File: config.mk
export PLATFORM = sky130hd
export DESIGN_NAME = sic_ctrl
export DESIGN_NICKNAME = d
export VERILOG_FILES = /design/src/design/sic_pkg.sv /design/src/design/sic_ctrl.sv
export SDC_FILE = /design/constraint.sdc
export NUM_CORES = 1
export LEC_CHECK = 0
export BUFFER_PORTS_ARGS = -buffer_cell sky130_fd_sc_hd__buf_4
export CORE_MARGIN = 2
export CORE_UTILIZATION = 35
export DETAILED_ROUTE_END_ITERATION = 12
export HOLD_SLACK_MARGIN = 0.12
export PLACE_DENSITY = 0.62
export REMOVE_ABC_BUFFERS = 1
export SYNTH_ARGS = -nofsm -noshare
export SYNTH_HDL_FRONTEND = slang
export SYNTH_SLANG_ARGS = --single-unit
File: constraint.sdc
create_clock -name i_core_clk -period 6.46 [get_ports i_core_clk]
set_clock_uncertainty 0.05 [all_clocks]
set_input_delay 0.323 -clock i_core_clk [delete_from_list [all_inputs] [get_ports i_core_clk]]
set_output_delay 0.323 -clock i_core_clk [all_outputs]
set_load 0.02 [all_outputs]
File: src/design/sic_pkg.sv
// Constants and carrier types for the serial port interrupt/DMA control.
// Assumes the control, byte count and DMA words arrive as plain ports.
package sic_pkg;

  // Port control word bit positions
  localparam int CTL_ENABLE      = 0;   // Port enable
  localparam int CTL_WIRED_OR    = 4;   // Open-drain data outputs
  localparam int CTL_TIM         = 6;   // 1: transmit irq, 0: receive irq
  localparam int CTL_RX_FLUSH    = 12;  // Receive flush
  localparam int CTL_TX_SUPPRESS = 13;  // Transmit suppress
  localparam int CTL_MODE_LO     = 14;  // Irq mode field, low bit

  // Status word bit positions
  localparam int STA_IRQ         = 0;
  localparam int STA_UNDERRUN    = 4;
  localparam int STA_TX_IRQ      = 5;
  localparam int STA_RX_IRQ      = 6;
  localparam int STA_OVERFLOW    = 7;
  localparam int STA_LEVEL_LO    = 8;   // Receive FIFO level, three bits
  localparam int STA_SEL_ERR     = 12;

  // Reset values and counts
  localparam logic [15:0] STATUS_RESET  = 16'h0000;
  localparam logic [2:0]  LEVEL_RESET   = 3'h0;
  localparam logic [1:0]  TXCNT_RESET   = 2'h0;
  localparam logic [15:0] RXCNT_RESET   = 16'h0000;
  localparam logic [3:0]  BITS_PER_BYTE = 4'h8;
  localparam logic [3:0]  BITCNT_RESET  = 4'h0;

  // DMA request control word
  typedef struct packed {
    logic rx_req_en;   // Receive requests allowed
    logic tx_req_en;   // Transmit requests allowed
    logic enable;      // Master DMA enable
  } sic_dma_s;

  // Events from the shift engine, same clock domain
  typedef struct packed {
    logic xfer_start;  // A transfer begins
    logic tx_load;     // Byte moved from transmit FIFO to shifter
    logic rx_done;     // Received byte ready for the receive FIFO
    logic rx_read;     // Software popped one receive FIFO byte
  } sic_evt_s;

endpackage : sic_pkg

File: src/design/sic_ctrl.sv
// Interrupt, chip-select error, open-drain and DMA request control.
// Assumes the shift engine and register file share i_core_clk; the
// serial clock and chip-select pins are asynchronous and synchronised.
`timescale 1ns/10ps
`default_nettype none

module sic_ctrl #(
  parameter int RX_DEPTH = 4   // Receive FIFO depth in bytes
) (
  input  wire logic            i_core_clk,
  input  wire logic            i_reset,
  input  wire logic [15:0]     i_port_control,    // Control word
  input  wire logic            i_control_wr,      // Control word written
  input  wire logic            i_status_rd,       // Status word read
  input  wire sic_pkg::sic_dma_s i_dma_control,   // DMA request control
  input  wire logic [15:0]     i_receive_byte_count, // Master rx count
  input  wire logic            i_byte_count_wr,   // Count written
  input  wire sic_pkg::sic_evt_s i_event,         // Shift engine events
  input  wire logic            i_tx_fifo_empty,   // Transmit FIFO empty
  input  wire logic            i_tx_fifo_full,    // Transmit FIFO full
  input  wire logic            i_serial_clk,      // Serial clock pin
  input  wire logic            i_select_n,        // Chip select pin
  input  wire logic            i_data_out,        // Serial data to send
  input  wire logic            i_data_drive,      // Engine drives data
  output logic [15:0]          o_port_status,     // Status word
  output logic                 o_irq,             // Interrupt line
  output logic                 o_dma_tx_req,      // Transmit DMA request
  output logic                 o_dma_rx_req,      // Receive DMA request
  output logic                 o_rx_count_done,   // Stop new transfers
  output logic                 o_data_pad,        // Data pad value
  output logic                 o_data_pad_oe      // Data pad enable
);

  // Whole module state, one register
  typedef struct packed {
    logic [1:0]  clk_sync;    // Serial clock synchroniser
    logic        clk_prev;    // Last synchronised serial clock
    logic [1:0]  sel_sync;    // Chip select synchroniser
    logic        sel_prev;    // Last synchronised chip select
    logic [3:0]  bit_cnt;     // Serial clocks within current byte
    logic [1:0]  tx_cnt;      // Transmitted bytes in this period
    logic [2:0]  rx_level;    // Receive FIFO occupancy
    logic [15:0] rx_cnt;      // Bytes received in master rx DMA
    logic        underrun;
    logic        tx_irq;
    logic        rx_irq;
    logic        overflow;
    logic        sel_err;
    logic [15:0] status;      // Registered status word
    logic        irq;
    logic        dma_tx_req;
    logic        dma_rx_req;
    logic        rx_done_cnt; // Byte count reached
    logic        pad;
    logic        pad_oe;
  } sic_state_s;

  sic_state_s state;       // Current state
  sic_state_s next_state;  // Next state

  // Control word fields
  logic       ctl_enable;
  logic       ctl_wired_or;
  logic       ctl_tim;
  logic       ctl_rx_flush;
  logic       ctl_tx_suppress;
  logic [1:0] ctl_mode;

  assign ctl_enable      = i_port_control[sic_pkg::CTL_ENABLE];
  assign ctl_wired_or    = i_port_control[sic_pkg::CTL_WIRED_OR];
  assign ctl_tim         = i_port_control[sic_pkg::CTL_TIM];
  assign ctl_rx_flush    = i_port_control[sic_pkg::CTL_RX_FLUSH];
  assign ctl_tx_suppress = i_port_control[sic_pkg::CTL_TX_SUPPRESS];
  assign ctl_mode = i_port_control[sic_pkg::CTL_MODE_LO +: 2];

  // Sticky flag update: a set in the clearing cycle survives the read
  function automatic logic flag_next(input logic cur, input logic set,
                                     input logic rd_clr,
                                     input logic hard_clr);
    if (hard_clr) begin
      flag_next = 1'b0;
    end else if (set) begin
      flag_next = 1'b1;
    end else if (rd_clr) begin
      flag_next = 1'b0;
    end else begin
      flag_next = cur;
    end
  endfunction : flag_next

  // Next state logic
  always_comb begin
    logic       dma_mode;
    logic       sclk_rise;
    logic       sel_fall;
    logic       sel_rise;
    logic       rx_full;
    logic       rx_store;
    logic       rx_ovf;
    logic       tx_period;
    logic       set_tx;
    logic       set_rx;
    logic [2:0] lvl;
    dma_mode  = 1'b0;
    sclk_rise = 1'b0;
    sel_fall  = 1'b0;
    sel_rise  = 1'b0;
    rx_full   = 1'b0;
    rx_store  = 1'b0;
    rx_ovf    = 1'b0;
    tx_period = 1'b0;
    set_tx    = 1'b0;
    set_rx    = 1'b0;
    lvl       = state.rx_level;
    next_state = state;

    // Pin synchronisers; only the second stage is looked at
    next_state.clk_sync = {state.clk_sync[0], i_serial_clk};
    next_state.sel_sync = {state.sel_sync[0], i_select_n};
    next_state.clk_prev = state.clk_sync[1];
    next_state.sel_prev = state.sel_sync[1];
    sclk_rise = state.clk_sync[1] & ~state.clk_prev;
    sel_fall  = ~state.sel_sync[1] & state.sel_prev;
    sel_rise  = state.sel_sync[1] & ~state.sel_prev;

    // DMA in use suppresses the count interrupts
    dma_mode = i_dma_control.enable
             & (i_dma_control.tx_req_en | i_dma_control.rx_req_en);

    // Serial clocks in the current byte; an early release is an error
    if (sel_fall) begin
      next_state.bit_cnt = sic_pkg::BITCNT_RESET;
    end else if (!state.sel_sync[1] && sclk_rise) begin
      if (state.bit_cnt == sic_pkg::BITS_PER_BYTE - 4'h1) begin
        next_state.bit_cnt = sic_pkg::BITCNT_RESET;
      end else begin
        next_state.bit_cnt = state.bit_cnt + 4'h1;
      end
    end
    next_state.sel_err = flag_next(state.sel_err,
      ctl_enable & sel_rise & (state.bit_cnt != sic_pkg::BITCNT_RESET),
      i_status_rd, ~ctl_enable);

    // Transmitted byte counter, restarted by a control write
    tx_period = i_event.tx_load & (state.tx_cnt == ctl_mode);
    if (i_control_wr) begin
      next_state.tx_cnt = sic_pkg::TXCNT_RESET;
    end else if (i_event.tx_load) begin
      // Counts bytes sent, never the FIFO level
      next_state.tx_cnt = tx_period ? sic_pkg::TXCNT_RESET
                                    : state.tx_cnt + 2'h1;
    end
    set_tx = tx_period & ~i_control_wr & ctl_tim & ~dma_mode
           & ~ctl_tx_suppress;
    next_state.tx_irq = flag_next(state.tx_irq, set_tx, i_status_rd,
      ~ctl_enable | ctl_tx_suppress);

    // Underrun: transfer start with nothing to send
    next_state.underrun = flag_next(state.underrun,
      ctl_enable & i_event.xfer_start & i_tx_fifo_empty
      & ~ctl_tx_suppress,
      i_status_rd, ~ctl_enable);

    // Receive FIFO level; flush holds it empty and stores nothing
    rx_full  = (state.rx_level == 3'(RX_DEPTH));
    rx_store = i_event.rx_done & ~rx_full & ~ctl_rx_flush;
    rx_ovf   = ctl_enable & i_event.rx_done & rx_full
             & ~ctl_rx_flush;
    if (ctl_rx_flush || !ctl_enable) begin
      lvl = sic_pkg::LEVEL_RESET;
    end else begin
      if (i_event.rx_read && state.rx_level != sic_pkg::LEVEL_RESET) begin
        lvl = lvl - 3'h1;
      end
      if (rx_store) begin
        lvl = lvl + 3'h1;
      end
    end
    next_state.rx_level = lvl;

    // Receive irq only on a FIFO write, against the level threshold
    set_rx = ctl_enable & rx_store & ~ctl_tim & ~dma_mode
           & ({1'b0, lvl} > {2'h0, ctl_mode});
    next_state.rx_irq = flag_next(state.rx_irq, set_rx, i_status_rd,
      ~ctl_enable | ctl_rx_flush);
    next_state.overflow = flag_next(state.overflow, rx_ovf, i_status_rd,
      ~ctl_enable);

    // Master receive byte counter
    if (!ctl_enable || i_byte_count_wr) begin
      next_state.rx_cnt = sic_pkg::RXCNT_RESET;
    end else if (i_event.rx_done && i_dma_control.enable
                 && i_dma_control.rx_req_en
                 && state.rx_cnt != i_receive_byte_count) begin
      next_state.rx_cnt = state.rx_cnt + 16'h0001;
    end
    // Count excludes the dummy read that started the transfer
    next_state.rx_done_cnt = i_dma_control.enable
      & i_dma_control.rx_req_en & ~i_byte_count_wr & ctl_enable
      & (next_state.rx_cnt == i_receive_byte_count);

    // DMA requests; clearing enable stops them, FIFO still drains
    next_state.dma_tx_req = ctl_enable & i_dma_control.enable
      & i_dma_control.tx_req_en & ~i_tx_fifo_full;
    next_state.dma_rx_req = ctl_enable & i_dma_control.enable
      & i_dma_control.rx_req_en & (lvl != sic_pkg::LEVEL_RESET);

    // Open-drain data: only ever pull low when wired-or is set
    if (ctl_wired_or) begin
      next_state.pad    = 1'b0;
      next_state.pad_oe = i_data_drive & ~i_data_out;
    end else begin
      next_state.pad    = i_data_out;
      next_state.pad_oe = i_data_drive;
    end

    // Interrupt line and status word mirror the next flags
    next_state.irq = next_state.underrun | next_state.tx_irq
                   | next_state.rx_irq | next_state.overflow
                   | next_state.sel_err;
    next_state.status = sic_pkg::STATUS_RESET;
    next_state.status[sic_pkg::STA_IRQ]      = next_state.irq;
    next_state.status[sic_pkg::STA_UNDERRUN] = next_state.underrun;
    next_state.status[sic_pkg::STA_TX_IRQ]   = next_state.tx_irq;
    next_state.status[sic_pkg::STA_RX_IRQ]   = next_state.rx_irq;
    next_state.status[sic_pkg::STA_OVERFLOW] = next_state.overflow;
    next_state.status[sic_pkg::STA_LEVEL_LO +: 3] = lvl;
    next_state.status[sic_pkg::STA_SEL_ERR]  = next_state.sel_err;
  end

  // State register; synchronous reset clears flags and counters
  always_ff @(posedge i_core_clk) begin
    if (i_reset) begin
      state          <= '0;
      state.clk_sync <= 2'h0;
      state.sel_sync <= 2'h3;   // Select idles high
      state.sel_prev <= 1'b1;
    end else begin
      state <= next_state;
    end
  end

  // Outputs straight from the state register
  assign o_port_status   = state.status;
  assign o_irq           = state.irq;
  assign o_dma_tx_req    = state.dma_tx_req;
  assign o_dma_rx_req    = state.dma_rx_req;
  assign o_rx_count_done = state.rx_done_cnt;
  assign o_data_pad      = state.pad;
  assign o_data_pad_oe   = state.pad_oe;

endmodule : sic_ctrl

`default_nettype wire

==> impl_metrics.ini, run 1 <==
[cts]
clk_pin_slew_ps = 90
cts.sinks = 42
clockRootBuffer = clkbuf_8
clock_latency_ps = 300
cts_inserted_buffers = 5
clk_path_buf_depth = 2
cts_tree = yes
htreeDepth = 2
cts_resized = 0

[pwr]
p_leak_uw = 0.00127
peakVddDrop_mv = 0.111
power_density_mw_per_mm2 = 154

[job]
maxCapViolations = 0

[detailed_routing]
vias = 2753
drt-pass1-iter-count = 4
drc = 0
wl_met2_um = 3400
wl_per_cell_um = 14.0
ant_nets = 0
met1Wirelength_um = 3210
drt_first_iter_violations = 209
top_layer = met4
wirelength_um = 7260
drt-vias-per-instance = 5.31
dr_wl_met3_um = 606

[yosys]
synthTopCellsByCount = dfxtp_1, nor2_1, xnor2_1
synth_area_leader_cell = dfxtp_1
avgSynthCellArea_um2 = 7.90
synth_warnings = 0
syn_inst = 372
synth_edf_count = 0
synth-seq-area-share_pct = 28.6
synthDominantCellAreaShare_pct = 28.6
ys_ff_latch = 42
synth.area.top_cells = dfxtp_1, xnor2_1, nor2_1
ys.flop_type = dfxtp_1
synthArstFlopShare_pct = 0
ys_types = 57
netlist_area_mm2 = 0.00294

[grt]
grt_pass1_wl_um = 12200
antenna_found_initial = 0
first_global_vias = 2698
grt_overflow = 0
grt_max_degree = 23
grt_use_total_pct = 16.8

[floorplan]
io-pin-count = 72
core_area_mm2 = 0.00818
die_width_um = 95.6
rows = 33
die-area_mm2 = 0.00914
initial_utilization_pct = 35.9
fp.dieH_um = 95.6

[timing]
finalSetupTns_ps = 0
finalCritPeriodShare_pct = 51.4
slew_violations = 0
fmax_mhz = 301
hold_viol_final = 0
rsz0062_at_grt = false
setup_violations = 0
period_needed_ps = 3320
timing.slew.headroom_pct = 47.7
worst_pin_slew_ps = 779

[cells_and_area]
multi_input_area_mm2 = 0.00184
regArea_um2 = 841
syn_to_final_growth_pct = 16.1
fillers = 852
fin_util_pct = 41.7
drive_gt1_share_pct = 18.4
n_antenna_cell = 0
postLayoutCellArea_mm2 = 0.00341
nets = 470

[critical_path]
end_kind = flip-flop
crit_fanout = 5
cp.arrival_ps = 3520
path_cells = inv_1 -> ha_1 -> inv_1 -> o21ai_0 -> nor2_1 -> a21oi_1 -> inv_1 -> ha_1 -> nor2_1 -> a211o_1 -> inv_1 -> ha_1 -> nor2b_1 -> o21ai_0 -> a2111oi_0 -> a21oi_1 -> nor3_1 -> or2_2
cpMaxStageDelayCell = a2111oi_0
cp_slowest_stage_delay_ps = 450
crit_top_cell = inv_1
worstSetupStartpointType = flip-flop
crit_type = reg -> reg
rrSetupSlack_ps = 3140
critPathRequiredTime_ps = 6660

[placed_design]
portBuffers = 55
hpwlAfterDp_um = 5580
place_congestion = 0.913
postPlaceCellArea_mm2 = 0.00330

[min_path]
hp-class = in -> reg

[status]
status = finished clean
==> flip-flops by register name (all words and copies together), names as in the netlist <==
| name | count |
|---|---|
| o_port_status | 6 |
| o_dma_tx_req | 1 |
| state | 27 |
| o_data_pad | 1 |
| o_dma_rx_req | 1 |
| next_state | 4 |
| o_data_pad_oe | 1 |
| o_rx_count_done | 1 |
==> where the power goes <==
part,leakage [µW],switching [µW],total [µW],internal (µW)
sequential,0.000340,1.81,264,262
combinational,0.000883,44.9,83.8,38.9
clock,0.0000447,101,179,78.1
total,0.00127,148,527,379
==> worst max-delay path, delay by kind of cell (launching register included) <==
| family | cells | cell delay, ps |
|---|---|---|
| AO/OA/AOI/OAI | 6 | 1240 |
| buffers and inverters | 4 | 260 |
| AND/OR/NAND/NOR | 5 | 600 |
| adder cells (fa/ha/maj) | 3 | 800 |
| flip-flops | 1 | 320 |
==> metrics by stage <==
step | power [µW] | worst slack (ps) | hold WS [ps] | instances
floorplan | 312 | 3360 | 339 | 348
global placement | 352 | 3180 | 343 | 508
detailed placement | 353 | 3100 | 343 | 508
CTS | 537 | 3100 | 133 | 518
global route | 557 | 2810 | 138 | 518
finish | 527 | 3140 | 141 | 518
==> worst paths after layout <==
check | from | to | cells after the start
setup / recovery | state[43] | o_port_status[0] | 18
hold / removal | i_control_wr | state[46] | 2
setup reg to reg | state[43] | o_port_status[0] | 18
hold reg to reg | next_state[54] | next_state[52] | 1
==> logic make-up (layout without fill, tap and decap cells) <==
kind of cell               count (synthesis)  after routing  synth area share (%)
DFF                                       42             42                  28.6
xor gates and xnor gates                  38             38                  11.8
and+or+nand+nor                          166            166                  31.0
other                                      1              7                 0.128
adders and majority gates                  8              8                  3.41
buffers and inverters                     50             85                  9.58
muxes                                      3              3                  1.06
AOI/OAI and AO/OA                         64             64                  14.4
==> per-layer routing <==
layer / vias up / track usage (%)
li1: 1363 / -
met1: 1276 / 21.0
met2: 106 / 28.0
met3: 8 / 4.66
met4: 0 / 5.24
met5: - / 0
==> cells in the final DEF (no fill, tap or decap), drive strengths merged, types with 13 or more instances in the layout <==
cell type and count:
a21oi 17, buf 55, dfxtp 42, inv 21
nand2 26, nand3 13, nor2 43, nor2b 14
o21ai 14, xnor2 32
==> cell type report <==
cell class,instances,share of cell area (%)
well taps,105,3.85
flip-flops and latches,42,24.6
repair buffers,57,12.7
clock buffers,5,2.02
multi-input cells,286,53.9
inverters,20,2.20
clock inverters,3,0.733
==> repair_timing <==
item	4_1_cts	5_1_grt
buffers inserted	0	0
hold endpoints to repair	2	0
hold buffers	2	0
Power figures use the tool's default switching activity.
==> inputs of run 2 (changes only) <==
- ABC_AREA: not set -> 1
- clock period: 6.46 -> 3.12 ns (I/O delays scaled with it)
==> run 2 against run 1 <==
Net effect: power is 110% higher; worst setup slack worse by 2900 ps; via count is 11% higher; sequential share of layout area is 1.3 points lower; critical endpoint unchanged; largest cell class unchanged.
==> impl_metrics.ini, run 2 <==
[cts]
clock_latency_ps = 300
clk_pin_slew_ps = 90
cts_tree = yes
cts.sinks = 42
htreeDepth = 2
cts_inserted_buffers = 5
clk_path_buf_depth = 2
clockRootBuffer = clkbuf_8

[grt]
grt_pass1_wl_um = 12000
grt_overflow = 0
antenna_found_initial = 0
first_global_vias = 2785
grt_use_total_pct = 16.5
grt_max_degree = 37

[pwr]
power_frac_clock_pct = 33.4
power.total_uw = 1100
p_switching_uw = 316
p_leak_uw = 0.00183
pwr-share-comb_pct = 16.8
power_density_mw_per_mm2 = 305
seqPwrFrac_pct = 49.8
netSwitchingFraction_pct = 28.7
peakVddDrop_mv = 0.173
p_int_uw = 784

[yosys]
ys_types = 33
synth_edf_count = 0
ys.flop_type = dfxtp_1
synth_area_leader_cell = dfxtp_1
syn_inst = 495
synth-seq-area-share_pct = 28.5
synthArstFlopShare_pct = 0
synth_warnings = 0
avgSynthCellArea_um2 = 5.95
synth.area.top_cells = dfxtp_1, nand2_1, nor2_1
synthDominantCellAreaShare_pct = 28.5
synthTopCellsByCount = nand2_1, nor2_1, inv_1
synth_most_common_cell = nand2_1
netlist_area_mm2 = 0.00295
ys_ff_latch = 42

[cells_and_area]
layout_common_cells = nand2_1, nor2_1, inv_1, buf_4, dfxtp_1
nets = 613
n_antenna_cell = 0
largest_reg_flops = 27
layout_commonest_cell = nand2_1
instances_no_fill = 661
syn_to_final_growth_pct = 22.4
top_register = state
drive_gt1_share_pct = 15.3

[floorplan]
die-area_mm2 = 0.00917
die_width_um = 95.7
io-pin-count = 72
rows = 33
fp.dieH_um = 95.7
core_area_mm2 = 0.00818
initial_utilization_pct = 36.0

[critical_path]
worstSetupStartpointType = flip-flop
cp_top_family = compound AO/OA/AOI/OAI gates
end_kind = flip-flop
crit_type = reg -> reg
cp_slowest_stage_delay_ps = 340
critPathRequiredTime_ps = 3250
cp.arrival_ps = 2960
cpMaxStageDelayCell = dfxtp_1
crit_fanout = 4
cp.buffers_inverters = 5
path_cells = inv_1 -> ha_2 -> inv_1 -> o21ai_2 -> o21ai_0 -> ha_1 -> o21ai_0 -> inv_1 -> o21ai_2 -> inv_1 -> ha_1 -> inv_1 -> nor2_1 -> o21ai_0 -> nand2_1 -> nand3_1 -> a21oi_2 -> nor2_1 -> nor2_1
crit_top_cell = inv_1

[timing]
slew_violations = 0
worst_pin_slew_ps = 585
timing.slew.headroom_pct = 60.8
period_needed_ps = 2830
finalCritPeriodShare_pct = 90.7
timing.hold.ws_ps = 161
hold_viol_final = 0
fmax_mhz = 353
setup_violations = 0

[detailed_routing]
drt-vias-per-instance = 4.63
wl_per_cell_um = 10.9
drc = 0
ant_nets = 0
wirelength_um = 7220
drt_first_iter_violations = 116
vias = 3063
drt-pass1-iter-count = 4

[placed_design]
hpwlAfterDp_um = 5650
place_congestion = 0.851
portBuffers = 55
dp_cells = 638

[job]
maxCapViolations = 0

[min_path]
hp-class = in -> reg

[status]
status = finished clean
## run 2: cell count changes after synthesis, moves of 14 or more
cell / before / now
xnor2_1: 32 / 1
nor2_1: 42 / 71
inv_1: 20 / 67
nand2_1: 26 / 167
nor2b_1: 14 / 0
nand3_1: 12 / 39
## run 2: worst register-to-register path, stage by stage (launching register included)
cell and delay (ps):
dfxtp_1 340, inv_1 80, ha_2 200, inv_1 70
o21ai_2 70, o21ai_0 330, ha_1 300, o21ai_0 180
inv_1 80, o21ai_2 80, inv_1 60, ha_1 280
inv_1 50, nor2_1 30, o21ai_0 160, nand2_1 80
nand3_1 80, a21oi_2 70, nor2_1 80, nor2_1 40
## run 2: final cells by class
type	instances	area [µm²]
fillers	888	4570
flip-flops and latches	42	841
multi-input cells	363	1700
inverters	70	263
repair buffers	73	583
clock inverters	3	21.3
well taps	105	131
clock buffers	5	68.8
## run 2: final timing paths
path | from | slack [ps] | endpoint | depth (start not counted)
worst min-delay path | i_port_control[12] | 160 | o_port_status[10] | 4
worst max-delay path | state[43] | 290 | o_port_status[0] | 19
worst max register to register | state[43] | 290 | o_port_status[0] | 19
worst min register to register | next_state[57] | 360 | next_state[55] | 2
## run 2: cell families (layout without fill, tap and decap cells)
family,Yosys count,after routing,share of synthesized area (%)
buf+inv,96,151,15.1
xor+xnor,14,14,4.16
other cells,1,7,0.127
compound gates,26,26,4.80
simple gates,308,308,43.8
fa+ha+maj,8,8,3.40
flops,42,42,28.5
## run 2: per-stage QoR
| stage | setup WS, ps | area, µm² | setup TNS, ps | utilization [%] |
|---|---|---|---|---|
| floorplan | 348 | 2790 | 0 | - |
| global placement | 260 | 3350 | 0 | 41.0 |
| detailed placement | 158 | 3350 | 0 | 41.0 |
| CTS | 137 | 3580 | 0 | 43.8 |
| global route | -10.6 | 3610 | -10.6 | 44.1 |
| finish | 290 | 3610 | 0 | 44.1 |
## run 2: metal layers
layer,GRT usage (%),part of all wire (%),wire length (µm),vias to the layer above
li1,-,-,-,1618
met1,20.1,44,3200,1375
met2,29.7,49,3570,64
met3,3.52,5.3,380,6
met4,3.57,0.97,70,0
met5,0,0,0,-
## run 2: what timing repair did
action / 4_1_cts / 5_1_grt
endpoints found under the setup margin: 0 / 2
buffers inserted: 0 / 1
hold endpoints to repair: 9 / 0
hold buffers: 14 / 0
gates resized for setup: 0 / 6
## run 2: power groups by stage
stage	Combinational, µW	Sequential (µW)	Clock [µW]
finish	185	548	367
global route	207	549	398
CTS	184	548	380
detailed placement	171	560	0
global placement	168	560	0
floorplan	82.6	564	0
